[src/wpf_pkg.sv]
/*
  Shared constants for the write-port flag logic: queue address layout,
  status word layout, register map and field positions.
  Assumes a single write clock domain and a 32-bit AXI4-Lite register bus.
*/
`default_nettype none

package wpf_pkg;

  // Queue address bus layout: upper bits pick the device, lower bits the queue.
  localparam int ADDR_W = 8;
  localparam int DEV_W = 3;
  localparam int QUEUE_W = 5;
  localparam int DEV_LSB = 5;
  localparam int NUM_QUEUES = 32;

  // Almost-full status words: four words of eight queues each.
  localparam int WORD_W = 8;
  localparam int NUM_WORDS = 4;
  localparam int WSEL_W = 2;
  localparam logic [WSEL_W-1:0] FIRST_WORD = 2'h0;
  localparam logic [WSEL_W-1:0] LAST_WORD = 2'h3;
  localparam logic [WSEL_W-1:0] WORD_STEP = 2'h1;

  // Register bus.
  localparam int AXI_ADDR_W = 4;
  localparam int DATA_W = 32;
  localparam logic [AXI_ADDR_W-1:0] REG_CTRL = 4'h0;
  localparam logic [AXI_ADDR_W-1:0] REG_STATUS = 4'h4;
  localparam logic [AXI_ADDR_W-1:0] REG_IRQ_STATUS = 4'h8;
  localparam logic [AXI_ADDR_W-1:0] REG_IRQ_MASK = 4'hc;
  localparam logic [1:0] RESP_OKAY = 2'h0;
  localparam logic [1:0] RESP_SLVERR = 2'h2;

  // Control register fields and reset values.
  localparam int CTRL_DEV_LSB = 0;
  localparam int CTRL_LEAD_BIT = 3;
  localparam logic [DEV_W-1:0] CTRL_DEV_RST = 3'h0;
  localparam logic CTRL_LEAD_RST = 1'b1;

  // Status register fields.
  localparam int STAT_POLLED_BIT = 0;
  localparam int STAT_OWNED_BIT = 1;
  localparam int STAT_FLAG_BIT = 2;
  localparam int STAT_RUN_BIT = 3;
  localparam int STAT_WORD_LSB = 4;
  localparam int STAT_QUEUE_LSB = 8;

  // Interrupt status and mask layout.
  localparam int IRQ_W = 4;
  localparam int IRQ_QSEL = 0;
  localparam int IRQ_FULL = 1;
  localparam int IRQ_WRAP = 2;
  localparam int IRQ_STRB_ERR = 3;
  localparam logic [IRQ_W-1:0] IRQ_RST = 4'h0;

  typedef enum logic {WPF_POLL_IDLE, WPF_POLL_RUN} wpf_poll_t;

endpackage : wpf_pkg

`default_nettype wire

[src/wpf_flag_logic.sv]
/*
  Write-port status flag logic: shared full flag, almost-full flag bus in
  direct and polled mode, token chain, interrupts and an AXI4-Lite slave.
  Assumes every input is synchronous to aclk and the per-queue full and
  almost-full status vectors come from the queue bookkeeping elsewhere.
*/
// The address map and the AXI4-Lite slave port were left to the implementer.
`timescale 1ns/1ns
`default_nettype none

module wpf_flag_logic
  import wpf_pkg::*;
(
  input wire logic aclk,
  input wire logic aresetn,
  input wire logic [ADDR_W-1:0] write_queue_address_bus,
  input wire logic write_address_enable,
  input wire logic flag_bus_mode_select,
  input wire logic almost_full_bus_strobe,
  input wire logic serial_program_output,
  input wire logic almost_full_token_in,
  input wire logic [NUM_QUEUES-1:0] queue_full_status,
  input wire logic [NUM_QUEUES-1:0] queue_almost_full_status,
  output logic queue_full_flag,
  output logic queue_full_flag_oe,
  output logic [WORD_W-1:0] almost_full_flag_bus,
  output logic almost_full_bus_sync,
  output logic almost_full_token_out,
  output logic irq,
  input wire logic [AXI_ADDR_W-1:0] s_axi_awaddr,
  input wire logic s_axi_awvalid,
  output logic s_axi_awready,
  input wire logic [DATA_W-1:0] s_axi_wdata,
  input wire logic [DATA_W/8-1:0] s_axi_wstrb,
  input wire logic s_axi_wvalid,
  output logic s_axi_wready,
  output logic [1:0] s_axi_bresp,
  output logic s_axi_bvalid,
  input wire logic s_axi_bready,
  input wire logic [AXI_ADDR_W-1:0] s_axi_araddr,
  input wire logic s_axi_arvalid,
  output logic s_axi_arready,
  output logic [DATA_W-1:0] s_axi_rdata,
  output logic [1:0] s_axi_rresp,
  output logic s_axi_rvalid,
  input wire logic s_axi_rready
);

  // Software state.
  logic [DEV_W-1:0] dev_id;
  logic [DEV_W-1:0] next_dev_id;
  logic poll_lead;
  logic next_poll_lead;
  logic [IRQ_W-1:0] irq_status;
  logic [IRQ_W-1:0] next_irq_status;
  logic [IRQ_W-1:0] irq_mask;
  logic [IRQ_W-1:0] next_irq_mask;
  logic next_irq;

  // Bus slave state.
  logic aw_held;
  logic next_aw_held;
  logic w_held;
  logic next_w_held;
  logic [AXI_ADDR_W-1:0] aw_addr;
  logic [AXI_ADDR_W-1:0] next_aw_addr;
  logic [DATA_W-1:0] w_data;
  logic [DATA_W-1:0] next_w_data;
  logic [DATA_W/8-1:0] w_strb;
  logic [DATA_W/8-1:0] next_w_strb;
  logic next_awready;
  logic next_wready;
  logic next_bvalid;
  logic [1:0] next_bresp;
  logic next_arready;
  logic next_rvalid;
  logic [DATA_W-1:0] next_rdata;
  logic [1:0] next_rresp;
  logic wr_fire;

  // Flag bus state.
  logic polled;
  logic next_polled;
  logic start_pending;
  logic next_start_pending;
  wpf_poll_t poll_state;
  wpf_poll_t next_poll_state;
  logic [WSEL_W-1:0] word;
  logic [WSEL_W-1:0] next_word;
  logic [WORD_W-1:0] next_bus;
  logic next_sync;
  logic next_token;

  // Decoded selection and strobe.
  logic addr_mine;
  logic sel_mine;
  logic sel_other;
  logic strobe_ok;
  logic strobe_bad;
  logic owned;
  logic [QUEUE_W-1:0] cur_queue;
  logic flag_prev;
  logic poll_start;
  logic wrap_event;

  // Selection decode: the upper address bits name the device that owns the queue.
  always_comb
  begin
    addr_mine = (write_queue_address_bus[DEV_LSB +: DEV_W] == dev_id);
    sel_mine = write_address_enable && addr_mine;
    sel_other = write_address_enable && !addr_mine;
    // A strobe in polled mode or while programming runs is ignored and flagged.
    strobe_ok = almost_full_bus_strobe && !polled && !serial_program_output;
    strobe_bad = almost_full_bus_strobe && (polled || serial_program_output);
  end

  wpf_full_flag u_full_flag (
    .aclk(aclk),
    .aresetn(aresetn),
    .sel_mine(sel_mine),
    .sel_other(sel_other),
    .sel_queue(write_queue_address_bus[QUEUE_W-1:0]),
    .queue_full_status(queue_full_status),
    .owned(owned),
    .cur_queue(cur_queue),
    .queue_full_flag(queue_full_flag),
    .queue_full_flag_oe(queue_full_flag_oe)
  );

  // Almost-full bus: direct loads on strobe, polled rotates through the four words.
  // A device only enters the rotation on the token or, for the chain leader,
  // once after reset; the leader bit must be set on exactly one device.
  always_comb
  begin
    // The mode pin is caught while reset is held and frozen afterwards.
    next_polled = aresetn ? polled : flag_bus_mode_select;
    next_start_pending = start_pending;
    next_poll_state = poll_state;
    next_word = word;
    next_bus = almost_full_flag_bus;
    next_sync = 1'b0;
    next_token = 1'b0;
    wrap_event = 1'b0;
    poll_start = polled && (almost_full_token_in || (start_pending && poll_lead));
    if (!polled)
    begin
      next_poll_state = WPF_POLL_IDLE;
      if (strobe_ok)
      begin
        // Word index sits in the low address bits, eight queues per word.
        next_bus = queue_almost_full_status[32'(write_queue_address_bus[WSEL_W-1:0])
                   * WORD_W +: WORD_W];
      end
    end
    else
    begin
      case (poll_state)
        WPF_POLL_IDLE:
        begin
          if (poll_start)
          begin
            next_start_pending = 1'b0;
            next_poll_state = WPF_POLL_RUN;
            next_word = FIRST_WORD;
            next_sync = 1'b1;
          end
        end
        WPF_POLL_RUN:
        begin
          if (word != LAST_WORD)
          begin
            next_word = word + WORD_STEP;
            next_token = (next_word == LAST_WORD); // Pulse with the fourth word.
          end
          else if (poll_start)
          begin
            next_word = FIRST_WORD; // Fifth edge is word one again.
            next_sync = 1'b1;
            wrap_event = 1'b1;
          end
          else
          begin
            next_poll_state = WPF_POLL_IDLE; // Token handed on; another device owns the bus.
          end
        end
        default:
        begin
          next_poll_state = WPF_POLL_IDLE;
        end
      endcase
      if (next_poll_state == WPF_POLL_RUN)
      begin
        next_bus = queue_almost_full_status[32'(next_word) * WORD_W +: WORD_W];
      end
    end
  end

  always_ff @(posedge aclk)
  begin
    if (!aresetn)
    begin
      polled <= next_polled;
      start_pending <= 1'b1;
      poll_state <= WPF_POLL_IDLE;
      word <= FIRST_WORD;
      almost_full_flag_bus <= '0;
      almost_full_bus_sync <= 1'b0;
      almost_full_token_out <= 1'b0;
      flag_prev <= 1'b0;
    end
    else
    begin
      polled <= next_polled;
      start_pending <= next_start_pending;
      poll_state <= next_poll_state;
      word <= next_word;
      almost_full_flag_bus <= next_bus;
      almost_full_bus_sync <= next_sync;
      almost_full_token_out <= next_token;
      flag_prev <= queue_full_flag;
    end
  end

  // Register bus: address and data are taken in either order, then one response.
  always_comb
  begin
    next_aw_held = aw_held;
    next_w_held = w_held;
    next_aw_addr = aw_addr;
    next_w_data = w_data;
    next_w_strb = w_strb;
    next_bvalid = s_axi_bvalid;
    next_bresp = s_axi_bresp;
    next_dev_id = dev_id;
    next_poll_lead = poll_lead;
    next_irq_mask = irq_mask;
    wr_fire = 1'b0;
    if (s_axi_awvalid && s_axi_awready)
    begin
      next_aw_held = 1'b1;
      next_aw_addr = s_axi_awaddr;
    end
    if (s_axi_wvalid && s_axi_wready)
    begin
      next_w_held = 1'b1;
      next_w_data = s_axi_wdata;
      next_w_strb = s_axi_wstrb;
    end
    if (s_axi_bvalid && s_axi_bready)
    begin
      next_bvalid = 1'b0;
    end
    if (aw_held && w_held && !s_axi_bvalid)
    begin
      wr_fire = w_strb[0];
      next_aw_held = 1'b0;
      next_w_held = 1'b0;
      next_bvalid = 1'b1;
      next_bresp = RESP_OKAY;
      case (aw_addr)
        REG_CTRL:
        begin
          if (w_strb[0])
          begin
            next_dev_id = w_data[CTRL_DEV_LSB +: DEV_W];
            next_poll_lead = w_data[CTRL_LEAD_BIT];
          end
        end
        REG_IRQ_MASK:
        begin
          if (w_strb[0])
          begin
            next_irq_mask = w_data[IRQ_W-1:0];
          end
        end
        REG_STATUS, REG_IRQ_STATUS:
        begin
          next_bresp = RESP_OKAY;
        end
        default:
        begin
          next_bresp = RESP_SLVERR;
        end
      endcase
    end
    next_awready = !next_aw_held;
    next_wready = !next_w_held;
  end

  // Read channel: one read in flight; rvalid holds until rready.
  always_comb
  begin
    next_rvalid = s_axi_rvalid;
    next_rdata = s_axi_rdata;
    next_rresp = s_axi_rresp;
    if (s_axi_rvalid && s_axi_rready)
    begin
      next_rvalid = 1'b0;
    end
    if (s_axi_arvalid && s_axi_arready)
    begin
      next_rvalid = 1'b1;
      next_rresp = RESP_OKAY;
      next_rdata = '0;
      case (s_axi_araddr)
        REG_CTRL:
        begin
          next_rdata[CTRL_DEV_LSB +: DEV_W] = dev_id;
          next_rdata[CTRL_LEAD_BIT] = poll_lead;
        end
        REG_STATUS:
        begin
          next_rdata[STAT_POLLED_BIT] = polled;
          next_rdata[STAT_OWNED_BIT] = owned;
          next_rdata[STAT_FLAG_BIT] = queue_full_flag;
          next_rdata[STAT_RUN_BIT] = (poll_state == WPF_POLL_RUN);
          next_rdata[STAT_WORD_LSB +: WSEL_W] = word;
          next_rdata[STAT_QUEUE_LSB +: QUEUE_W] = cur_queue;
        end
        REG_IRQ_STATUS:
        begin
          next_rdata[IRQ_W-1:0] = irq_status;
        end
        REG_IRQ_MASK:
        begin
          next_rdata[IRQ_W-1:0] = irq_mask;
        end
        default:
        begin
          next_rresp = RESP_SLVERR;
        end
      endcase
    end
    next_arready = !next_rvalid;
  end

  // Sticky events; a set in the same cycle as a write-one clear wins.
  always_comb
  begin
    next_irq_status = irq_status;
    if (wr_fire && aw_addr == REG_IRQ_STATUS)
    begin
      next_irq_status = irq_status & ~w_data[IRQ_W-1:0];
    end
    if (sel_mine)
    begin
      next_irq_status[IRQ_QSEL] = 1'b1;
    end
    // The owned queue just reported full: the writer must stop.
    if (owned && flag_prev && !queue_full_flag)
    begin
      next_irq_status[IRQ_FULL] = 1'b1;
    end
    if (wrap_event)
    begin
      next_irq_status[IRQ_WRAP] = 1'b1;
    end
    if (strobe_bad)
    begin
      next_irq_status[IRQ_STRB_ERR] = 1'b1;
    end
    next_irq = |(next_irq_status & irq_mask);
  end

  always_ff @(posedge aclk)
  begin
    if (!aresetn)
    begin
      aw_held <= 1'b0;
      w_held <= 1'b0;
      aw_addr <= '0;
      w_data <= '0;
      w_strb <= '0;
      s_axi_awready <= 1'b0;
      s_axi_wready <= 1'b0;
      s_axi_bvalid <= 1'b0;
      s_axi_bresp <= RESP_OKAY;
      s_axi_arready <= 1'b0;
      s_axi_rvalid <= 1'b0;
      s_axi_rdata <= '0;
      s_axi_rresp <= RESP_OKAY;
      dev_id <= CTRL_DEV_RST;
      poll_lead <= CTRL_LEAD_RST;
      irq_status <= IRQ_RST;
      irq_mask <= IRQ_RST;
      irq <= 1'b0;
    end
    else
    begin
      aw_held <= next_aw_held;
      w_held <= next_w_held;
      aw_addr <= next_aw_addr;
      w_data <= next_w_data;
      w_strb <= next_w_strb;
      s_axi_awready <= next_awready;
      s_axi_wready <= next_wready;
      s_axi_bvalid <= next_bvalid;
      s_axi_bresp <= next_bresp;
      s_axi_arready <= next_arready;
      s_axi_rvalid <= next_rvalid;
      s_axi_rdata <= next_rdata;
      s_axi_rresp <= next_rresp;
      dev_id <= next_dev_id;
      poll_lead <= next_poll_lead;
      irq_status <= next_irq_status;
      irq_mask <= next_irq_mask;
      irq <= next_irq;
    end
  end

endmodule : wpf_flag_logic

`default_nettype wire

[src/wpf_full_flag.sv]
/*
  Full flag output stage for the write port: ownership of the shared flag
  line and the pipeline that shows the newly selected queue's status.
  Assumes selections arrive already decoded against this device's number.
*/
`timescale 1ns/1ns
`default_nettype none

module wpf_full_flag
  import wpf_pkg::*;
(
  input wire logic aclk,
  input wire logic aresetn,
  input wire logic sel_mine,
  input wire logic sel_other,
  input wire logic [QUEUE_W-1:0] sel_queue,
  input wire logic [NUM_QUEUES-1:0] queue_full_status,
  output logic owned,
  output logic [QUEUE_W-1:0] cur_queue,
  output logic queue_full_flag,
  output logic queue_full_flag_oe
);

  logic next_owned;
  logic [QUEUE_W-1:0] next_cur_queue;
  logic stage;
  logic next_stage;
  logic next_flag;
  logic next_oe;

  // Selection edge captures the queue; one edge later the status is sampled, one more
  // edge and the pin shows it, so the third cycle after selection is valid.
  always_comb
  begin
    next_owned = owned;
    next_cur_queue = cur_queue;
    if (sel_mine)
    begin
      next_owned = 1'b1;
      next_cur_queue = sel_queue;
    end
    else if (sel_other)
    begin
      next_owned = 1'b0; // Another device takes the shared line.
    end
    next_oe = next_owned; // Drive starts the cycle after the selection.
    next_stage = ~queue_full_status[cur_queue]; // High means room left.
    next_flag = stage;
  end

  // Only the write clock moves the flag; no other clock reaches it.
  always_ff @(posedge aclk)
  begin
    if (!aresetn)
    begin
      owned <= 1'b0;
      cur_queue <= '0;
      stage <= 1'b0;
      queue_full_flag <= 1'b0;
      queue_full_flag_oe <= 1'b0;
    end
    else
    begin
      owned <= next_owned;
      cur_queue <= next_cur_queue;
      stage <= next_stage;
      queue_full_flag <= next_flag;
      queue_full_flag_oe <= next_oe;
    end
  end

endmodule : wpf_full_flag

`default_nettype wire

[config.mk]
export PLATFORM = sky130hd
export DESIGN_NAME = wpf_flag_logic
export DESIGN_NICKNAME = d
export VERILOG_FILES = /design/src/wpf_pkg.sv /design/src/wpf_flag_logic.sv /design/src/wpf_full_flag.sv
export SDC_FILE = /design/constraint.sdc
export NUM_CORES = 1
export LEC_CHECK = 0
export BUFFER_PORTS_ARGS = -buffer_cell sky130_fd_sc_hd__buf_2
export CAP_MARGIN = 10
export CORE_ASPECT_RATIO = 0.75
export CORE_UTILIZATION = 41
export CTS_BUF_LIST = sky130_fd_sc_hd__clkbuf_8
export DETAILED_ROUTE_END_ITERATION = 8
export PLACE_DENSITY = 0.88
export SYNTH_ARGS = -nofsm -noshare
export SYNTH_HDL_FRONTEND = slang
export SYNTH_HIERARCHICAL = 1
export SYNTH_SLANG_ARGS = --single-unit
export TNS_END_PERCENT = 1
[constraint.sdc]
create_clock -name aclk -period 1.76 [get_ports aclk]
set_input_delay 0.088 -clock aclk [delete_from_list [all_inputs] [get_ports aclk]]
set_output_delay 0.088 -clock aclk [all_outputs]
set_load 0.01 [all_outputs]
### After elaboration in Yosys (flattened, before gate mapping)

Cells that the tools add are included.

* divide/modulo/power cells: 0
* shifts and indexed selects: 2
* multipliers: 0
* eq/ne operators: 10
* bitwise logic cells: 5
* $lt $le $gt $ge: 1
* reductions and logical operators: 41
* multiplexer cells: 38
* add/subtract/negate cells: 1

Operators with widths (number)
* $shiftx 32x6->8: 2
* $mux 8: 3
* $mux 1: 22
* $logic_and 1x1->1: 17
* $eq 4x4->1 const B: 4
* $pmux 4 s4: 1
* $mux 2: 6
* $reduce_or 4->1: 3
* $reduce_and 3->1: 3
* $and 4x4->4: 2
* $eq 4x3->1 const B: 2
* $logic_not 1->1: 8
* $logic_not 4->1: 2
* $lt 5x6->1 const B: 1
* $reduce_bool 2->1: 3
* $bmux 1 s5: 1
* $mux 5: 1
* $mux 4: 1
* $not 4->4: 1
* $pmux 1 s2: 2
* $pmux 2 s2: 1
* $reduce_and 2->1: 2
* $reduce_and 4->1: 1
* $eq 3x3->1: 1
* other kinds (6): 8

* memory bits (writable): 0
* output and inout port bits: 54
* bits in read-only memories: 0
* bits in latches: 0
* input port bits: 128
* register bits: 68
* memories kept: 0

### Depth between registers and ports, before layout

Gate-level depths: netlist of the first run.

* depth in word-level cells: 10
* gate-level depth with buffers: 7
* mapped depth without buffers: 6

### By module

The synthesis of the first run kept the hierarchy.

Modules (own cells, without submodules)
* wpf_flag_logic: sequential area each 1171.1 um^2, cells an instance 293, area each 2693.8 um^2, times used 1
* wpf_full_flag: sequential area each 160.2 um^2, cells an instance 51, area each 578.1 um^2, times used 1

### Worst setup path before layout of the first run

No wires, ideal clock.

* path kind: register to register
* from: register word[1]
* to: register almost_full_flag_bus[0]
* data arrival time: 1788 ps
* stages on the path, launching flop included: 8
* path buffers: 1
* setup slack: -164 ps
* library setup time: 136 ps
* path through: dfxtp_1 -> ha_1 -> and2b_2 -> nor3_2 -> a221oi_4 -> buf_8 -> mux2i_1 -> o221ai_1

* word-level cells in the longest chain between the ends: 7

RTL lines
* from (decl): RTL line wpf_flag_logic.sv:88 `logic [WSEL_W-1:0] word;`
* from (signal assigned): RTL line wpf_flag_logic.sv:216 `word <= next_word;`
* $add 2x1->2 (tied with other cells): RTL line wpf_flag_logic.sv:172 `next_word = word + WORD_STEP;`
* $mux 2: RTL line wpf_flag_logic.sv:170 `if (word != LAST_WORD)`
* $pmux 2 s2: RTL line wpf_flag_logic.sv:157 `case (poll_state)`
* $mux 2: RTL line wpf_flag_logic.sv:145 `if (!polled)`
* $shiftx 32x6->8: RTL line wpf_flag_logic.sv:193 `next_bus = queue_almost_full_status[32'(next_word) * WORD_W +: WORD_W];`
* $mux 8: RTL line wpf_flag_logic.sv:191 `if (next_poll_state == WPF_POLL_RUN)`
* $mux 8: RTL line wpf_flag_logic.sv:145
* to (signal assigned): RTL line wpf_flag_logic.sv:217 `almost_full_flag_bus <= next_bus;`
* to (decl): RTL line wpf_flag_logic.sv:26 `output logic [WORD_W-1:0] almost_full_flag_bus,`

Several ways; a longest one is shown, not always the timed one. The select of a mux whose other input is x is not followed.
A chain may end at the register's enable or synchronous reset.

### Worst setup path after layout of the first run

* from: register word[0]
* to: register almost_full_flag_bus[6]

Same word-level chain as after synthesis.

==> results.md, run 1 <==
* Synthesized area at 3270 um2
* CP max-delay cell: dfxtp_2
* CP Capture Type: register
* Later-pin clock latency in the skew report at around 350 ps
* First-pass GRT wire length at between 10,000 and 15,000 um
* Layout cells sized above 1 at 0.354
* Hold Path Stages at 3
* Share of the synthesized area in the top cell type at 0.398
* CTS Sinks at 66
* # fillers at about 670
* Clk slew on worst S/H paths at ~70 ps
* Logic gate share of total power at 0.153
* Final WS setup at -37.9 ps
* Sw Share at 0.273
* Synth-to-layout area growth at 30.9%
* Area contributors post-synth: dfxtp_1 40%, mux2i_1 10%, buf_4 5.5%
* Clock Path Buffers at 2
* Area of the multi-input gates at ~1700 um2
* Drt first-iter violations at around 160
* Largest net degree at the start of global routing at 29
* Worst Hold Class: input pin to register
* Worst-case hold path end point: u_full_flag/cur_queue[3]
* I/O pin count at approximately 180
* Count leader, synth: dfxtp_1
* Worst Min Path Start: write_queue_address_bus[3]
* R2R depth at 7
* Placed Instances at 568
* Via density at approximately 5.0
* # nets final at between 600 and 700
* Period minus WS final at between 1500 and 2000 ps
* ANT cells at 0
* DRC viols at 0
* GRT Total Usage at 0.206
* Total die area at between 8000 and 9000 um2
* Area of the core at 7530 um2
* Register area at approximately 1300 um2
* RD Place Congestion at slightly below 0.9
* #FFs+latches synth at 66
* Main synth FF type: dfxtp_1
* Sw power at 0.000888 W
* Maximum clock rate at around 560 MHz
* Max Transition Viols Final at 0
* TritonCTS clock tree: built
* Root Buffer: clkbuf_8
* Final non-filler cell total at 596
* Hpwl dp at about 6400 um
* Yosys cell types at between 50 and 60
* Yosys top cell by area: dfxtp_1
* Tcrit/Tclk final at 1.02
* Worst VDD drop at 0.000291 V
* Most instantiated cells after synthesis: 65 x dfxtp_1, 46 x nor2_1, 34 x mux2i_1
* Die Width at 105 um
* Chip Height at 79.4 um
* Register area share after synthesis at 0.407
* Final ANT Viol Nets at 0
* EDFF count, synth at 1
* Row count at 27
* IO buf count at around 130
* Total power at roughly 0.0033 W
* Placement Setup Slack at -58.1 ps
* Clock share of power at 0.350
* Final Util at 0.569
* H-Tree Depth at 3
* Worst endpoint required time at ~2000 ps
* Vias in the first global route at between 2,000 and 3,000
* Synthesized instance count at 344
* Failing checks: setup timing
* Initial antenna violation count at 0
* RSZ-0062 raised after global routing: yes
* Detailed-routing iteration count for the pre-antenna-repair pass at 4
* Hold Vio Cnt, Final at 0
* Worst path arrival time at 2010 ps
* LEAKAGE at slightly above 2 nW
* Initial Util at 0.434
* Hold WS at 12.5 ps
* Crit Path Max Fanout at 16
* Ys async rst share at 0
* PwrDens at around 760 nW/um2
* # Max-Cap Violations at 0
* TritonCTS buffer count at 9
* Mean Syn Cell Area at 9.51 um2
* R2R Setup Slk at -40 ps
* WL/cell at 13.8 um
* Crit path cell chain: ha_4, and2b_2, nor3_2, a221oi_4, buf_12, mux2i_1, o221ai_1
* CP max stage delay at approximately 360 ps
* Ys Warns at 6
* Post-CTS Setup Inserts at 0
* Final setup vio count at 8
* R2r startpoint: word[0]
* Sequential Power Share at 0.497
* Outcome: finished, violations left
* Critical setup path kind: register to register
* Int Pwr at about 0.0024 W
* WL final at between 8000 and 9000 um
* GRT overflow at 0
* Startpoint types: register
* Worst Clk Skew at roughly 8.7 ps
* Vias at ~3,000
* Critical R2R Capture: almost_full_flag_bus[6]
-- power groups by stage --
stage	clock (W)	combinational, W	sequential (W)
after CTS	0.00117	0.000500	0.00162
final	0.00114	0.000498	0.00162
after detailed placement	0	0.000477	0.00165
after floorplan	0	0.000292	0.00165
after global placement	0	0.000462	0.00165
after global routing	0.00125	0.000551	0.00163
-- worst max-delay path: cells and delay by family, from the launching register on --
kind | cells | cell delay [ps]
compound gates | 2 | 410
fa+ha+maj | 1 | 170
buf+inv | 1 | 210
flops | 1 | 360
mux | 1 | 220
simple gates | 2 | 300
-- per-stage QoR --
step	cell area, um2	TNS, ps
floorplan	3370	-846
global placement	3980	0
detailed placement	3980	-412
CTS	4280	-269
global route	4280	-1010
finish	4280	-217
-- registers in the layout (all words and copies together) (netlist names), 2 cells and up --
name / count
s_axi_rdata: 11
almost_full_flag_bus: 8
u_full_flag/cur_queue: 5
aw_addr: 4
irq_mask: 4
irq_status: 4
w_data: 4
dev_id: 3
word: 2
-- repair_timing --
| item | CTS | global route |
|---|---|---|
| setup endpoints to repair | 8 | 9 |
| hold buffers | 12 | 0 |
| gates resized for setup | 1 | 1 |
| endpoints found under the hold margin | 12 | 0 |
-- kinds of logic (layout without fill, tap and decap cells) --
group | after synthesis | count (layout) | synth area share
simple gates | 120 | 120 | 0.174
flops | 66 | 66 | 0.407
compound gates | 58 | 58 | 0.128
buf+inv | 49 | 178 | 0.0925
mux | 45 | 45 | 0.182
xor+xnor | 3 | 3 | 0.00803
fa+ha+maj | 2 | 2 | 0.00765
other cells | 1 | 23 | 0.00115
-- cell type report --
type,instances,area share
tap,101,0.0295
clock inverter,6,0.00993
sequential,66,0.312
multi-input combinational,251,0.405
timing repair buffer,153,0.204
inverter,9,0.00789
clock buffer,10,0.0321
-- worst max-delay path by stage --
stage,start,to,slack (ps),depth (start not counted)
after global routing,word[0],almost_full_flag_bus[3],-160,7
final,word[0],almost_full_flag_bus[6],-40,7
after detailed placement,word[0],almost_full_flag_bus[1],-60,6
after global placement,word[0],almost_full_flag_bus[2],10,6
after floorplan,word[1],almost_full_flag_bus[0],-110,7
after CTS,word[0],almost_full_flag_bus[6],-50,7
-- metal layers --
metal / vias to the layer above / wire, um / share of wire / track usage
met5: - / 0 / 0 / 0
met4: 0 / 69 / 0.0084 / 0.0676
met3: 6 / 590 / 0.072 / 0.0681
met2: 127 / 4050 / 0.49 / 0.357
met1: 1364 / 3510 / 0.43 / 0.241
li1: 1466 / - / - / -
-- placed cells by master (no fill, tap or decap), types with 10 or more instances in the layout --
master / Yosys / layout
a22oi_1: 13 / 13
buf_2: 1 / 127
nand3_1: 11 / 11
a21oi_1: 19 / 19
dfxtp_1: 65 / 62
nor2_1: 46 / 46
dlygate4sd3_1: 0 / 12
nand2_1: 31 / 31
clkbuf_8: 0 / 10
buf_4: 24 / 13
mux2i_1: 34 / 34
conb_1: 1 / 23
(Power assumes the default switching activity.)
==> run 2: changes to the inputs <==
clock period = 1.4 ns   (was 1.76 ns; I/O delays follow)
==> run 2 against run 1 <==
  * The flow still finishes with violations (setup timing)
  * Highest routed layer unchanged
  * Clock power up 50%
  * Core utilization grew 4.5 points
  * First-iteration DRC count down 0.65%
  * Clock skew is 1.5 ps lower
  * Global-route usage up 1.7 points
  * Largest cell class unchanged
  * Non-clock buffer count is 32 higher
  * Fmax shrank 0.46%
  * Hold slack improved by 6.7 ps
  * Critical path depth unchanged
  * Register-to-register slack got worse by 370 ps
  * Power up 37%
  * Sequential cell count stayed put
==> results.md, run 2 (synthesis gave the netlist of run 1 again) <==
* Worst endpoint required time at approximately 1600 ps
* Root Buffer: clkbuf_8
* Worst VDD drop at about 0.00054 V
* Worst Clk Skew at roughly 7.2 ps
* Layout cells sized above 1 at 0.419
* Synth-to-layout area growth at 41.3%
* Die Width at between 100 and 150 um
* H-Tree Depth at 3
* Largest net degree at the start of global routing at 30
* Critical setup path kind: register to register
* Outcome: finished, violations left
* Chip Height at slightly below 80 um
* WL final at roughly 9100 um
* Row count at 27
* IO buf count at 127
* Total power at approximately 0.0045 W
* Final ANT Viol Nets at 0
* RSZ-0062 raised after global routing: yes
* TritonCTS clock tree: built
* RD Place Congestion at 0.872
* GRT Total Usage at 0.223
* Crit Path Max Fanout at 16
* Vias at approximately 3,200
* Vias in the first global route at ~3,200
* I/O pin count at around 180
* Hold Vio Cnt, Final at 0
* GRT overflow at 0
* # nets final at around 650
* Final Util at 0.614
* TritonCTS buffer count at 9
* Failing checks: setup timing
* WL/cell at between 10 and 15 um
* Top Registers: s_axi_rdata (11), almost_full_flag_bus (8), u_full_flag/cur_queue (5)
* Most common cell after layout, fill and taps aside: buf_2
* Initial antenna violation count at 0
* # Max-Cap Violations at 0
* ANT cells at 0
* Clock Path Buffers at 2
* DRC viols at 0
* Later-pin clock latency in the skew report at roughly 340 ps
* CP Capture Type: register
* Startpoint types: register
* Initial Util at 0.434
* Area of the core at 7530 um2
* Final setup vio count at 20
* Total die area at 8350 um2
* Most frequent cells in the layout: 127 x buf_2, 59 x dfxtp_1, 46 x nor2_1
* Hpwl dp at approximately 6900 um
* Hold WS at between 15 and 20 ps
* Detailed-routing iteration count for the pre-antenna-repair pass at 5
* Largest register FFs at 11
* # fillers at between 600 and 700
* Placement Setup Slack at -408 ps
* Worst path arrival time at 2020 ps
* CTS Sinks at 66
* Most flops, register: s_axi_rdata
* Tcrit/Tclk final at 1.29
* First-pass GRT wire length at roughly 14,000 um
* Via density at 5.05
* Clk slew on worst S/H paths at about 70 ps
* Worst Hold Class: input pin to register
* Maximum clock rate at between 500 and 600 MHz
* Drt first-iter violations at approximately 150
* Final WS setup at -406 ps
* Post-Route Setup TNS at -3700 ps
* PwrDens at 963 nW/um2
* Period minus WS final at about 1800 ps
* Max Transition Viols Final at 0
* LEAKAGE at ~2.2 nW
[run 2: cell count changes in the layout (fill, tap and decap cells not counted), sizes merged]
| cell | before | now |
|---|---|---|
| inv | 9 | 11 |
| buf | 141 | 172 |
| clkinvlp | 2 | 0 |
| clkinv | 4 | 0 |
| clkbuf | 10 | 13 |
| bufinv | 0 | 1 |
| dlygate4sd3 | 12 | 13 |
[run 2: path summary, 6_finish.rpt]
kind                             endpoint  cells after the start                    start  slack, ps
setup / recovery  almost_full_flag_bus[0]                      7                  word[0]       -410
hold / removal               s_axi_rvalid                      3             s_axi_rready         20
setup reg to reg  almost_full_flag_bus[0]                      7                  word[0]       -410
hold reg to reg   almost_full_flag_bus[1]                      2  almost_full_flag_bus[1]        470
[run 2: power breakdown]
group	switching [W]	total, W	internal [W]
combinational	0.000341	0.000712	0.000371
clock	0.000704	0.00171	0.00101
sequential	0.0000622	0.00203	0.00197
[run 2: worst max-delay path: stages (launching register included)]
cell      delay (ps)
dfxtp_2          350
ha_4             160
and2b_2          220
nor3_2            50
a221oi_4         310
buf_12           210
mux2i_1          230
o221ai_1         130
[run 2: per-stage QoR]
| stage | instance area, um2 | std cells |
|---|---|---|
| 4_1_cts | 4600 | 628 |
| 2_1_floorplan | 3370 | 366 |
| 6_report | 4620 | 628 |
| 3_5_place_dp | 4230 | 599 |
| 5_1_grt | 4620 | 628 |
| 3_3_place_gp | 4230 | 599 |
[run 2: repair_timing]
action / 4_1_cts / 5_1_grt
hold buffers: 13 / 0
buffers inserted: 0 / 0
hold endpoints to repair: 13 / 0
setup endpoints to repair: 30 / 34
gates resized for setup: 10 / 14
pin swaps: 5 / 3
[run 2: final cells by class]
class                   count  area (um2)  share of cell area
well taps                 101         126              0.0273
clock inverters             3        37.5             0.00812
inverters                   9        33.8             0.00731
clock buffers              13         179              0.0387
repair buffers            185        1140               0.246
flip-flops and latches     66        1340               0.290
multi-input cells         251        1770               0.383
[run 2: per-layer routing]
layer | up-vias | global-route usage | wire (um)
li1 | 1529 | - | -
met1 | 1478 | 0.265 | 3990
met2 | 148 | 0.388 | 4270
met3 | 16 | 0.0681 | 642
met4 | 0 | 0.0732 | 151
met5 | - | 0 | 0
